**config.mk**
```make
export PLATFORM = sky130hd
export DESIGN_NAME = mos_output_select
export DESIGN_NICKNAME = d
export VERILOG_FILES = /design/src/design/mos_pkg.sv /design/src/design/mos_pulse_stretch.sv /design/src/design/mos_output_select.sv
export VERILOG_INCLUDE_DIRS = /design/src /design/src/design
export SDC_FILE = /design/constraint.sdc
export NUM_CORES = 1
export LEC_CHECK = 0
export CAP_MARGIN = 40
export CORE_UTILIZATION = 28
export CTS_BUF_LIST = sky130_fd_sc_hd__clkbuf_4
export DETAILED_ROUTE_END_ITERATION = 8
export DONT_BUFFER_PORTS = 1
export SLEW_MARGIN = 20
export SYNTH_ARGS = -nofsm -noshare
export SYNTH_HDL_FRONTEND = slang
export SYNTH_SLANG_ARGS = --single-unit
```
**constraint.sdc**
```tcl
create_clock -name clk_sys_in -period 3.5 [get_ports clk_sys_in]
set_input_delay 0.875 -clock clk_sys_in [delete_from_list [all_inputs] [get_ports clk_sys_in]]
set_output_delay 0.875 -clock clk_sys_in [all_outputs]
set_load 0.005 [all_outputs]
```
**src/design/mos_defines.svh**
```systemverilog
// constants of the multifunction output selector: codes, defaults, timing
// assumes a 200 MHz system clock; included by the package and the modules
`ifndef MOS_DEFINES_SVH
`define MOS_DEFINES_SVH

// field widths
`define MOS_CODE_W       5
`define MOS_VAL_W        16
`define MOS_TEMP_W       8
`define MOS_NUM_OUT      4
`define MOS_NUM_AUX      3

// output index: relay first, then the three terminals
`define MOS_IDX_RELAY    0

// function codes
`define MOS_FC_NONE      5'h00
`define MOS_FC_RUNNING   5'h01
`define MOS_FC_FREQ_HIT  5'h02
`define MOS_FC_ZERO_CMD  5'h03
`define MOS_FC_TORQUE    5'h04
`define MOS_FC_BLOCK     5'h05
`define MOS_FC_LOW_VOLT  5'h06
`define MOS_FC_EXT_CMD   5'h07
`define MOS_FC_FAULT     5'h08
`define MOS_FC_DESIRED1  5'h09
`define MOS_FC_SEQ_RUN   5'h0A
`define MOS_FC_SEQ_STEP  5'h0B
`define MOS_FC_SEQ_DONE  5'h0C
`define MOS_FC_SEQ_PAUSE 5'h0D
`define MOS_FC_TERM_CNT  5'h0E
`define MOS_FC_PRE_CNT   5'h0F
`define MOS_FC_AUX_BASE  5'h10
`define MOS_FC_HEATSINK  5'h13
`define MOS_FC_READY     5'h14
`define MOS_FC_ESTOP     5'h15
`define MOS_FC_DESIRED2  5'h16
`define MOS_FC_BRAKE_AID 5'h17
`define MOS_FC_ZERO_OUT  5'h18
`define MOS_FC_UNDER_CUR 5'h19
`define MOS_FC_VOLT_OUT  5'h1A
`define MOS_FC_FB_ERR    5'h1B
`define MOS_FC_USER_LV   5'h1C
`define MOS_FC_BRAKE     5'h1D
`define MOS_FC_LAST      5'h1D

// factory defaults of the four codes
`define MOS_DEF_RELAY    5'h08
`define MOS_DEF_TERM1    5'h01
`define MOS_DEF_TERM2    5'h02
`define MOS_DEF_TERM3    5'h14

// heatsink warning level in degrees C
`define MOS_HEATSINK_DEGC 8'h55

// timing
`define MOS_CLK_PERIOD_NS 5
`define MOS_TICK_TIME_NS  1000
`define MOS_TICK_CYCLES   (`MOS_TICK_TIME_NS / `MOS_CLK_PERIOD_NS)
`define MOS_PULSE_TIME_MS 500
`define MOS_PULSE_CYCLES  \
   ((`MOS_PULSE_TIME_MS * 1000000 + `MOS_CLK_PERIOD_NS - 1) / `MOS_CLK_PERIOD_NS)

`endif

```
**src/design/mos_pkg.sv**
```systemverilog
// types shared by the multifunction output selector
// assumes mos_defines.svh is on the include path
`include "mos_defines.svh"

package mos_pkg;

   // drive status flags, all produced on the system clock
   typedef struct packed {
      logic                      run_cmd;
      logic                      output_active;
      logic                      over_torque;
      logic                      output_block;
      logic                      supply_low_voltage;
      logic                      ext_cmd_source;
      logic                      fault_present;
      logic                      seq_running;
      logic                      seq_paused;
      logic                      seq_step_evt;
      logic                      seq_cycle_evt;
      logic                      power_on;
      logic                      abnormal;
      logic                      emergency_stop;
      logic                      brake_assist;
      logic                      under_current;
      logic                      user_low_voltage;
      logic                      stop_cmd;
      logic                      output_voltage_present;
      logic                      feedback_error;
      logic [`MOS_NUM_AUX-1:0]   aux_motor;
   } mos_status_t;

   // frequencies in 0.01 Hz steps, counts, heatsink temperature
   typedef struct packed {
      logic [`MOS_VAL_W-1:0]     out_freq;
      logic [`MOS_VAL_W-1:0]     cmd_freq;
      logic [`MOS_VAL_W-1:0]     min_freq;
      logic [`MOS_VAL_W-1:0]     desired_freq_one;
      logic [`MOS_VAL_W-1:0]     desired_freq_two;
      logic [`MOS_VAL_W-1:0]     brake_release_freq;
      logic [`MOS_VAL_W-1:0]     brake_engage_freq;
      logic [`MOS_VAL_W-1:0]     count_value;
      logic [`MOS_VAL_W-1:0]     terminal_count;
      logic [`MOS_VAL_W-1:0]     prelim_count;
      logic [`MOS_TEMP_W-1:0]    heatsink_temp;
   } mos_thresh_t;

   typedef logic [`MOS_CODE_W-1:0] mos_code_t;

endpackage

```
**src/design/mos_pulse_stretch.sv**
```systemverilog
// stretches a one-cycle event into a level of fixed length
// assumes the event comes from logic on the same clock
`include "mos_defines.svh"

module mos_pulse_stretch #(
   parameter int unsigned HOLD_CYCLES = `MOS_PULSE_CYCLES
) (
   // clock and reset
   input  wire logic clk_sys_in,
   input  wire logic nrst_in,
   // event and stretched level
   input  wire logic evt_in,
   output logic      busy_out
);

   localparam int unsigned CW = $clog2(HOLD_CYCLES + 1);
   localparam logic [CW-1:0] LOAD = CW'(HOLD_CYCLES - 1);

   logic [CW-1:0] cnt_r;
   logic [CW-1:0] cnt_nxt;
   logic          busy_r;
   logic          busy_nxt;

   if (HOLD_CYCLES < 2) begin : g_bad
      $error("mos_pulse_stretch: HOLD_CYCLES must be at least 2");
   end

   // an event reloads the count, so a new step restarts the pulse
   assign cnt_nxt  = evt_in ? LOAD : (busy_r ? cnt_r - CW'(1) : cnt_r);
   assign busy_nxt = evt_in | (busy_r & (cnt_r != '0));

   // count register
   always_ff @(posedge clk_sys_in)
   begin
      if (!nrst_in)
      begin
         cnt_r  <= '0;
         busy_r <= 1'b0;
      end
      else
      begin
         cnt_r  <= cnt_nxt;
         busy_r <= busy_nxt;
      end
   end

   assign busy_out = busy_r;
endmodule

```
**src/design/mos_output_select.sv**
```systemverilog
// multifunction output selector: one relay and three terminals, each
// driven by the drive condition its function code picks
// assumes status and thresholds come from logic on the same clock
`include "mos_defines.svh"

module mos_output_select #(
   parameter int unsigned TICK_CYCLES  = `MOS_TICK_CYCLES,
   parameter int unsigned PULSE_CYCLES = `MOS_PULSE_CYCLES
) (
   // clock and reset
   input  wire logic                       clk_sys_in,
   input  wire logic                       nrst_in,
   // function code configuration
   input  wire logic                       factory_reset_in,
   input  wire logic [`MOS_NUM_OUT-1:0]    code_wr_en_in,
   input  wire mos_pkg::mos_code_t         code_wr_data_in,
   // drive status and thresholds
   input  wire mos_pkg::mos_status_t       status_in,
   input  wire mos_pkg::mos_thresh_t       thresh_in,
   // output drivers
   output logic                            relay_energise_out,
   output logic                            status_terminal_one_out,
   output logic                            status_terminal_two_out,
   output logic                            status_terminal_three_out,
   // configuration readback and brake latch state
   output mos_pkg::mos_code_t [`MOS_NUM_OUT-1:0] code_out,
   output logic                            brake_engaged_out
);

   localparam int unsigned TW = $clog2(TICK_CYCLES + 1);
   localparam logic [TW-1:0] TICK_LAST = TW'(TICK_CYCLES - 1);
   localparam mos_pkg::mos_code_t CODE_DEF [`MOS_NUM_OUT] =
      '{`MOS_DEF_RELAY, `MOS_DEF_TERM1, `MOS_DEF_TERM2, `MOS_DEF_TERM3};

   if (TICK_CYCLES < 2) begin : g_bad_tick
      $error("mos_output_select: TICK_CYCLES must be at least 2");
   end

   logic [TW-1:0]                         tick_cnt_r;
   logic                                  tick_r;
   mos_pkg::mos_code_t [`MOS_NUM_OUT-1:0] code_r;
   logic [`MOS_NUM_OUT-1:0]               out_r;
   logic                                  brake_r;
   logic                                  brake_nxt;
   logic                                  stop_seen_r;
   logic                                  stop_seen_nxt;
   logic                                  step_pulse;
   logic                                  cycle_pulse;
   logic [31:0]                           cond_vec;
   logic [`MOS_NUM_OUT-1:0]               sel;
   logic                                  term_hit;
   logic                                  pre_hit;
   logic                                  brake_set;
   logic                                  brake_clr;

   // control tick divider
   always_ff @(posedge clk_sys_in)
   begin
      if (!nrst_in)
      begin
         tick_cnt_r <= '0;
         tick_r     <= 1'b0;
      end
      else
      begin
         tick_cnt_r <= (tick_cnt_r == TICK_LAST) ? '0 : tick_cnt_r + TW'(1);
         tick_r     <= (tick_cnt_r == TICK_LAST);
      end
   end

   mos_pulse_stretch #(
      .HOLD_CYCLES (PULSE_CYCLES)
   ) u_step_pulse (
      .clk_sys_in (clk_sys_in),
      .nrst_in    (nrst_in),
      .evt_in     (status_in.seq_step_evt),
      .busy_out   (step_pulse)
   );

   mos_pulse_stretch #(
      .HOLD_CYCLES (PULSE_CYCLES)
   ) u_cycle_pulse (
      .clk_sys_in (clk_sys_in),
      .nrst_in    (nrst_in),
      .evt_in     (status_in.seq_cycle_evt),
      .busy_out   (cycle_pulse)
   );

   // counter comparisons; preliminary drops once terminal is hit
   assign term_hit = thresh_in.count_value >= thresh_in.terminal_count;
   assign pre_hit  = (thresh_in.count_value >= thresh_in.prelim_count) & ~term_hit;

   // brake hysteresis: set wins, clear only after a stop
   assign brake_set     = thresh_in.out_freq >= thresh_in.brake_release_freq;
   assign brake_clr     = stop_seen_r & (thresh_in.out_freq <= thresh_in.brake_engage_freq);
   assign brake_nxt     = brake_set | (brake_r & ~brake_clr);
   assign stop_seen_nxt = brake_nxt & (stop_seen_r | status_in.stop_cmd);

   // condition vector indexed by function code
   assign cond_vec[`MOS_FC_NONE]      = 1'b0;
   assign cond_vec[`MOS_FC_RUNNING]   = status_in.output_active | status_in.run_cmd;
   assign cond_vec[`MOS_FC_FREQ_HIT]  = thresh_in.out_freq == thresh_in.cmd_freq;
   assign cond_vec[`MOS_FC_ZERO_CMD]  = thresh_in.cmd_freq < thresh_in.min_freq;
   assign cond_vec[`MOS_FC_TORQUE]    = status_in.over_torque;
   assign cond_vec[`MOS_FC_BLOCK]     = status_in.output_block;
   assign cond_vec[`MOS_FC_LOW_VOLT]  = status_in.supply_low_voltage;
   assign cond_vec[`MOS_FC_EXT_CMD]   = status_in.ext_cmd_source;
   assign cond_vec[`MOS_FC_FAULT]     = status_in.fault_present;
   assign cond_vec[`MOS_FC_DESIRED1]  = thresh_in.out_freq >= thresh_in.desired_freq_one;
   assign cond_vec[`MOS_FC_SEQ_RUN]   = status_in.seq_running;
   assign cond_vec[`MOS_FC_SEQ_STEP]  = step_pulse;
   assign cond_vec[`MOS_FC_SEQ_DONE]  = cycle_pulse;
   assign cond_vec[`MOS_FC_SEQ_PAUSE] = status_in.seq_paused;
   assign cond_vec[`MOS_FC_TERM_CNT]  = term_hit;
   assign cond_vec[`MOS_FC_PRE_CNT]   = pre_hit;
   assign cond_vec[`MOS_FC_AUX_BASE +: `MOS_NUM_AUX] = status_in.aux_motor;
   assign cond_vec[`MOS_FC_HEATSINK]  = thresh_in.heatsink_temp > `MOS_HEATSINK_DEGC;
   assign cond_vec[`MOS_FC_READY]     = status_in.power_on & ~status_in.abnormal;
   assign cond_vec[`MOS_FC_ESTOP]     = status_in.emergency_stop;
   assign cond_vec[`MOS_FC_DESIRED2]  = thresh_in.out_freq >= thresh_in.desired_freq_two;
   assign cond_vec[`MOS_FC_BRAKE_AID] = status_in.brake_assist;
   assign cond_vec[`MOS_FC_ZERO_OUT]  = thresh_in.out_freq == '0;
   assign cond_vec[`MOS_FC_UNDER_CUR] = status_in.under_current;
   // output voltage present and feedback error
   assign cond_vec[`MOS_FC_VOLT_OUT]  = status_in.output_voltage_present;
   assign cond_vec[`MOS_FC_FB_ERR]    = status_in.feedback_error;
   assign cond_vec[`MOS_FC_USER_LV]   = status_in.user_low_voltage;
   assign cond_vec[`MOS_FC_BRAKE]     = brake_r;
   // unused codes read as no function
   assign cond_vec[31:`MOS_FC_LAST+1] = '0;

   // per-output code register and selection
   for (genvar i = 0; i < `MOS_NUM_OUT; i++) begin : g_out
      assign sel[i] = cond_vec[code_r[i]];

      // defaults on reset or factory reset
      always_ff @(posedge clk_sys_in)
      begin
         if (!nrst_in || factory_reset_in)
            code_r[i] <= CODE_DEF[i];
         else if (code_wr_en_in[i])
            code_r[i] <= code_wr_data_in;
      end

      always_ff @(posedge clk_sys_in)
      begin
         if (!nrst_in)
            out_r[i] <= 1'b0;
         else if (tick_r)
            out_r[i] <= sel[i];
      end

   end

   // brake latch, evaluated on the tick
   always_ff @(posedge clk_sys_in)
   begin
      if (!nrst_in)
      begin
         brake_r     <= 1'b0;
         stop_seen_r <= 1'b0;
      end
      else if (tick_r)
      begin
         brake_r     <= brake_nxt;
         stop_seen_r <= stop_seen_nxt;
      end
   end

   // outputs straight from flip-flops
   assign relay_energise_out        = out_r[`MOS_IDX_RELAY];
   assign status_terminal_one_out   = out_r[1];
   assign status_terminal_two_out   = out_r[2];
   assign status_terminal_three_out = out_r[3];
   assign code_out                  = code_r;
   assign brake_engaged_out         = brake_r;
endmodule

```
==> impl_metrics.ini, run 1 <==
[finish]
layout_commonest_cell = nor2_1
fill_cells = 3025
mostFrequentLayoutCells = nor2_1 (133), inv_1 (123), ha_1 (114)
multiInputGateArea_mm2 = 0.00553
final_nets = 1300
area.growth.synth_to_final_pct = 6.14
drive_gt1_share_pct = 5.26
instances_no_fill = 1367
final_util_pct = 30.3
ff_latch_area_mm2 = 0.00182

[timing]
setup_viol_count_final = 0
drv_slew = 0
tightest_slew_ps = 752
hold_viol = 0
fin_crit_ps = 2780
period_share_pct = 79.4
clock.fmax_mhz = 360
fin_ws_ps = 721
max-slew-margin-rel_pct = 49.9
clock_skew_ps = 23.5
tns_ps = 0
rsz0062_at_grt = no

[floorplan]
die_h_um = 171
rows = 61
core_mm2 = 0.0279
initial_utilization_pct = 28.6
fp.dieW_um = 171
io_pins = 228
dieArea_mm2 = 0.0291

[job]
cap_violations = 0

[setup_path]
worst-setup-path-type = in2reg
arrival_ps = 3130
cp_cell_sequence = inv_1 -> ha_1 -> a2111oi_0 -> o221ai_1 -> o21ai_1 -> o21ai_1 -> mux4_2 -> a211oi_1 -> o32ai_1
cp_common_cell = o21ai_1
cp_top_family = compound AO/OA/AOI/OAI gates
critPathCaptureType = register
critical_path.max_stage_delay_ps = 500
crit_fanout = 3
critPathBufInv = 1
crit_path_start_kind = input pin
slowest_stage = mux4_2
required_ps = 3850

[logic_synthesis]
synth_cells = 1004
syn_nets = 1321
synth_edf_count = 0
yosysWarnings = 0
ys_types = 75
seq_area_frac_synth_pct = 22.9
synth.avg_cell_area_um2 = 7.93
synthFlopType = dfxtp_1
synth-seq-cells = 91
syn-cell-area_mm2 = 0.00797
ys_async_sr_fraction_pct = 0

[placed_design]
gp_congestion = 0.934
hpwlAfterDp_um = 18500
pre_cts_ws_ps = 202
dp_cells = 1350
port-buffer-count = 0

[clock_tree]
cts_resized = 0
clkSinkCount = 91
clkLatencyLatePin_ps = 470
post_cts_buffers = 0
cts_hold_buf = 0
clk_transition_reported_paths_ps = 170
ctsLongestPathBuffers = 2
cts_root_buf = clkbuf_4
h-tree-depth = 3
cts_tree = done
cts_made_buffers = 9

[status]
status = finished, final reports clean

[power_and_ir_drop]
pwr_density_cell_mw_per_mm2 = 264
vdd_ir_drop_max_v = 0.000130
p_total_mw = 2.23
leakagePower_nw = 3.80

[worst_hold_path]
hold_class = reg2reg

[global_routing]
grt_use_total_pct = 15.5
grt_max_degree = 42
grt_first_pass_wirelength_um = 35400
antenna_found_initial = 1
grt_pass1_vias = 6799
grt.overflow.total = 0

[detailed_routing]
wl_um = 22600
detail-route-antenna-nets = 0
wl_per_cell_um = 16.5
firstDrtPassIters = 5
drt_iter0_drc = 337
via_per_inst = 5.11
drc = 0
vias = 6982
-- metrics by stage --
step,hold slack [ps],instance area (um2)
global route,486,8450
detailed placement,440,8330
global placement,433,8330
CTS,460,8450
floorplan,413,7970
finish,452,8450
-- routing by layer --
metal	track usage, %	up-vias	part of all wire [%]
met5	0	-	0
met4	5.60	0	2.4
met3	4.83	38	7.8
met2	26.6	216	48
met1	18.0	3242	42
li1	-	3486	-
-- kinds of logic after synthesis --
group	Yosys count	share of synthesized area (%)
AOI/OAI and AO/OA	199	16.4
and+or+nand+nor	330	21.5
muxes	40	6.05
xor gates and xnor gates	69	7.59
buffers and inverters	161	7.68
adders and majority gates	114	17.9
DFF	91	22.9
-- sequential cells by signal, indices dropped and copies added, names as in the netlist --
name,cells
u_cycle_pulse.cnt_r,27
u_step_pulse.cnt_r,27
code_out,20
tick_cnt_r,8
brake_engaged_out,1
relay_energise_out,1
status_terminal_one_out,1
status_terminal_three_out,1
status_terminal_two_out,1
stop_seen_r,1
tick_r,1
u_cycle_pulse.busy_out,1
u_step_pulse.busy_out,1
-- synthesized netlist by cell type (3+ instances only) --
| master | count | area (um2) |
|---|---|---|
| buf_1 | 3 | 11.3 |
| a211o_1 | 3 | 26.3 |
| nor4b_1 | 3 | 26.3 |
| a31oi_1 | 7 | 43.8 |
| nor4_1 | 16 | 100 |
| a2111oi_0 | 4 | 35.0 |
| or4_1 | 3 | 22.5 |
| mux2_2 | 5 | 56.3 |
| o2111a_1 | 3 | 33.8 |
| and3_1 | 7 | 43.8 |
| and4_1 | 3 | 26.3 |
| a211oi_1 | 13 | 97.6 |
| nor2_1 | 133 | 499 |
| o211ai_1 | 5 | 37.5 |
| a21o_1 | 15 | 113 |
| o221ai_1 | 3 | 26.3 |
| dfxtp_1 | 91 | 1820 |
| xnor2_1 | 23 | 201 |
| nand4_1 | 20 | 125 |
| nand3_1 | 14 | 70.1 |
| inv_1 | 123 | 462 |
| mux2i_1 | 29 | 290 |
| or3_1 | 8 | 50.1 |
| o31ai_1 | 7 | 52.6 |
| a21oi_1 | 60 | 300 |
| nor2b_1 | 10 | 62.6 |
| a41o_1 | 3 | 30.0 |
| nor3b_1 | 6 | 45.0 |
| nor4_2 | 4 | 50.1 |
| nor3_1 | 25 | 125 |
| nand2b_1 | 13 | 81.3 |
| xor2_1 | 46 | 403 |
| mux4_2 | 6 | 135 |
| o21a_1 | 13 | 97.6 |
| nand2_1 | 44 | 165 |
| clkbuf_1 | 33 | 124 |
| ha_1 | 114 | 1430 |
| o21ai_0 | 40 | 200 |
-- worst paths after layout --
check	start	endpoint	slack (ps)	cells after the start
setup / recovery	thresh_in[39]	status_terminal_three_out$_SDFFE_PN0P_	720	9
hold / removal	tick_cnt_r[0]$_SDFF_PP0_	tick_cnt_r[0]$_SDFF_PP0_	450	1
setup reg to reg	u_cycle_pulse.busy_out$_SDFF_PN0_	u_cycle_pulse.cnt_r[11]$_SDFFE_PP0P_	1180	6
hold reg to reg	tick_cnt_r[0]$_SDFF_PP0_	tick_cnt_r[0]$_SDFF_PP0_	450	1
-- final cells by class --
type                    count  share of cell area, %
inverters                 123                   5.46
clock buffers               9                  0.799
clock inverters             7                  0.636
multi-input cells         752                   65.4
diodes                      1                 0.0296
flip-flops and latches     91                   21.5
repair buffers              6                  0.503
well taps                 378                   5.59
-- where the power goes --
group,switching [mW],total [mW],internal (mW)
Sequential,0.0688,1.15,1.08
Clock,0.394,0.543,0.149
Combinational,0.275,0.537,0.262
Total,0.737,2.23,1.50
(Power assumes the default switching activity.)
==> run 2: changes to the inputs <==
ABC_AREA = 1   (was unset)
clock period = 2.7 ns   (was 3.5 ns; I/O delays follow)
==> impl_metrics.ini, run 2 <==
[timing]
clock.fmax_mhz = 494
period_share_pct = 75.0
setup_viol_count_final = 0
hold_viol = 0
clock_skew_ps = 18.4
fin_crit_ps = 2020
whs_ps = 273
drv_slew = 0
tightest_slew_ps = 487
max-slew-margin-rel_pct = 67.5
rsz0062_at_grt = no
tns_ps = 0

[clock_tree]
clkSinkCount = 91
cts_root_buf = clkbuf_4
cts_made_buffers = 9
h-tree-depth = 3
post_cts_buffers = 0
cts_resized = 0
ctsLongestPathBuffers = 2
cts_tree = done
cts_hold_buf = 0
clk_transition_reported_paths_ps = 150
clkLatencyLatePin_ps = 460

[detailed_routing]
wl_per_cell_um = 14.5
detail-route-antenna-nets = 0
via_per_inst = 4.69
drt_iter0_drc = 557
firstDrtPassIters = 7
wl_um = 27000
vias = 8742
drc = 26

[setup_path]
crit_fanout = 5
worst-setup-path-type = reg2reg
cp_cell_sequence = inv_1 -> ha_1 -> nand2_1 -> nor2_1 -> nand3_1 -> inv_2 -> nand2_2 -> nor2_1 -> nand3_1 -> a21oi_1 -> o21ai_1 -> nand2_1 -> inv_1
critical_path.max_stage_delay_ps = 390
crit_path_start_kind = register
slowest_stage = dfxtp_1
required_ps = 3070
critPathCaptureType = register
arrival_ps = 2390

[floorplan]
dieArea_mm2 = 0.0323
core_mm2 = 0.0308
initial_utilization_pct = 28.7
die_h_um = 180
io_pins = 228
rows = 64
fp.dieW_um = 180

[logic_synthesis]
synthFlopType = dfxtp_1
ys_types = 45
syn-cell-area_mm2 = 0.00884
synth_cells = 1462
synth_edf_count = 0
yosys.area.top_type_share_pct = 20.6
syn_nets = 1779
synth_commonest_cells = inv_1 (317), nand2_1 (305), nor2_1 (156)
yosysWarnings = 0
synth.avg_cell_area_um2 = 6.05
ys_async_sr_fraction_pct = 0
yosysTopAreaCell = dfxtp_1
synth.area.top_cells = dfxtp_1 (21%), ha_1 (16%), inv_1 (13%)
synth-seq-cells = 91
yosysMostFrequentCell = inv_1
seq_area_frac_synth_pct = 20.6

[power_and_ir_drop]
power_frac_clock_pct = 22.4
p_total_mw = 3.06
vdd_ir_drop_max_v = 0.000203
p_int_mw = 1.95
swShare_pct = 36.4
leakagePower_nw = 5.11
pwr-share-seq_pct = 48.3
pwr_density_cell_mw_per_mm2 = 324
comb_power_share_pct = 29.2
p_sw_mw = 1.11

[finish]
final_nets = 1779
drive_gt1_share_pct = 3.75
mostFrequentLayoutCells = inv_1 (317), nand2_1 (305), nor2_1 (156)
area.growth.synth_to_final_pct = 6.92
layout_commonest_cell = inv_1

[job]
cap_violations = 0

[global_routing]
antenna_found_initial = 1
grt_use_total_pct = 16.6
grt_max_degree = 42
grt_pass1_vias = 8286
grt_first_pass_wirelength_um = 42900
grt.overflow.total = 0

[placed_design]
hpwlAfterDp_um = 22900
port-buffer-count = 0
gp_congestion = 0.888

[worst_hold_path]
hold_class = in2reg

[status]
status = finished, violations left
violations = DRC
## run 2: layer usage
layer / vias up / share of wire [%] / GRT usage (%)
met5: - / 0 / 0
met4: 0 / 1.8 / 4.59
met3: 26 / 8.0 / 5.29
met2: 215 / 47 / 28.9
met1: 3827 / 43 / 19.3
li1: 4674 / - / -
## run 2: worst paths after layout
path | cells past startpoint | endpoint | slack (ps) | startpoint
max | 13 | u_step_pulse.cnt_r[22]$_SDFFE_PN0P_ | 680 | u_step_pulse.cnt_r[0]$_SDFFE_PN0P_
max reg2reg | 13 | u_step_pulse.cnt_r[22]$_SDFFE_PN0P_ | 680 | u_step_pulse.cnt_r[0]$_SDFFE_PN0P_
min reg2reg | 1 | tick_cnt_r[0]$_SDFF_PP0_ | 460 | tick_cnt_r[0]$_SDFF_PP0_
min | 1 | code_out[9]$_SDFFE_PP0P_ | 270 | code_wr_en_in[1]
## run 2: cells by family after synthesis
logic type,Yosys count,synth area share (%)
DFF,91,20.6
xor gates and xnor gates,15,1.49
AOI/OAI and AO/OA,301,18.3
adders and majority gates,114,16.1
and+or+nand+nor,585,28.4
buffers and inverters,356,15.1
## run 2: power groups by stage
stage / registers [mW] / clock network [mW] / logic [mW]
after floorplan: 1.49 / 0 / 0.712
after global placement: 1.51 / 0 / 0.870
after detailed placement: 1.51 / 0 / 0.896
after CTS: 1.48 / 0.724 / 0.902
after global routing: 1.49 / 0.774 / 1.06
final: 1.48 / 0.687 / 0.895
## run 2: worst max-delay path, delay by kind of cell, from the launching register on
kind,cells,cell delay [ps]
simple gates,7,960
fa+ha+maj,1,170
flops,1,390
buf+inv,3,230
compound gates,2,200
## run 2: cell type report
| type | count | area [um2] |
|---|---|---|
| Clock inverter | 7 | 53.8 |
| Inverter | 336 | 1260 |
| Multi-Input combinational cell | 1015 | 5690 |
| Sequential cell | 91 | 1820 |
| Clock buffer | 9 | 67.6 |
| Tap cell | 396 | 495 |
| Fill cell | 3437 | 21400 |
| Antenna cell | 1 | 2.50 |
| Timing Repair Buffer | 9 | 67.6 |
## run 2: stage by stage
stage                     utilization, %  instances  cell area, um2  worst slack (ps)
after detailed placement            30.3       1847            9330               373
after global placement              30.3       1847            9330               356
final                               30.7       1864            9460               675
after floorplan                        -       1462            8840               629
after CTS                           30.7       1863            9450               684
after global routing                30.7       1864            9460               466
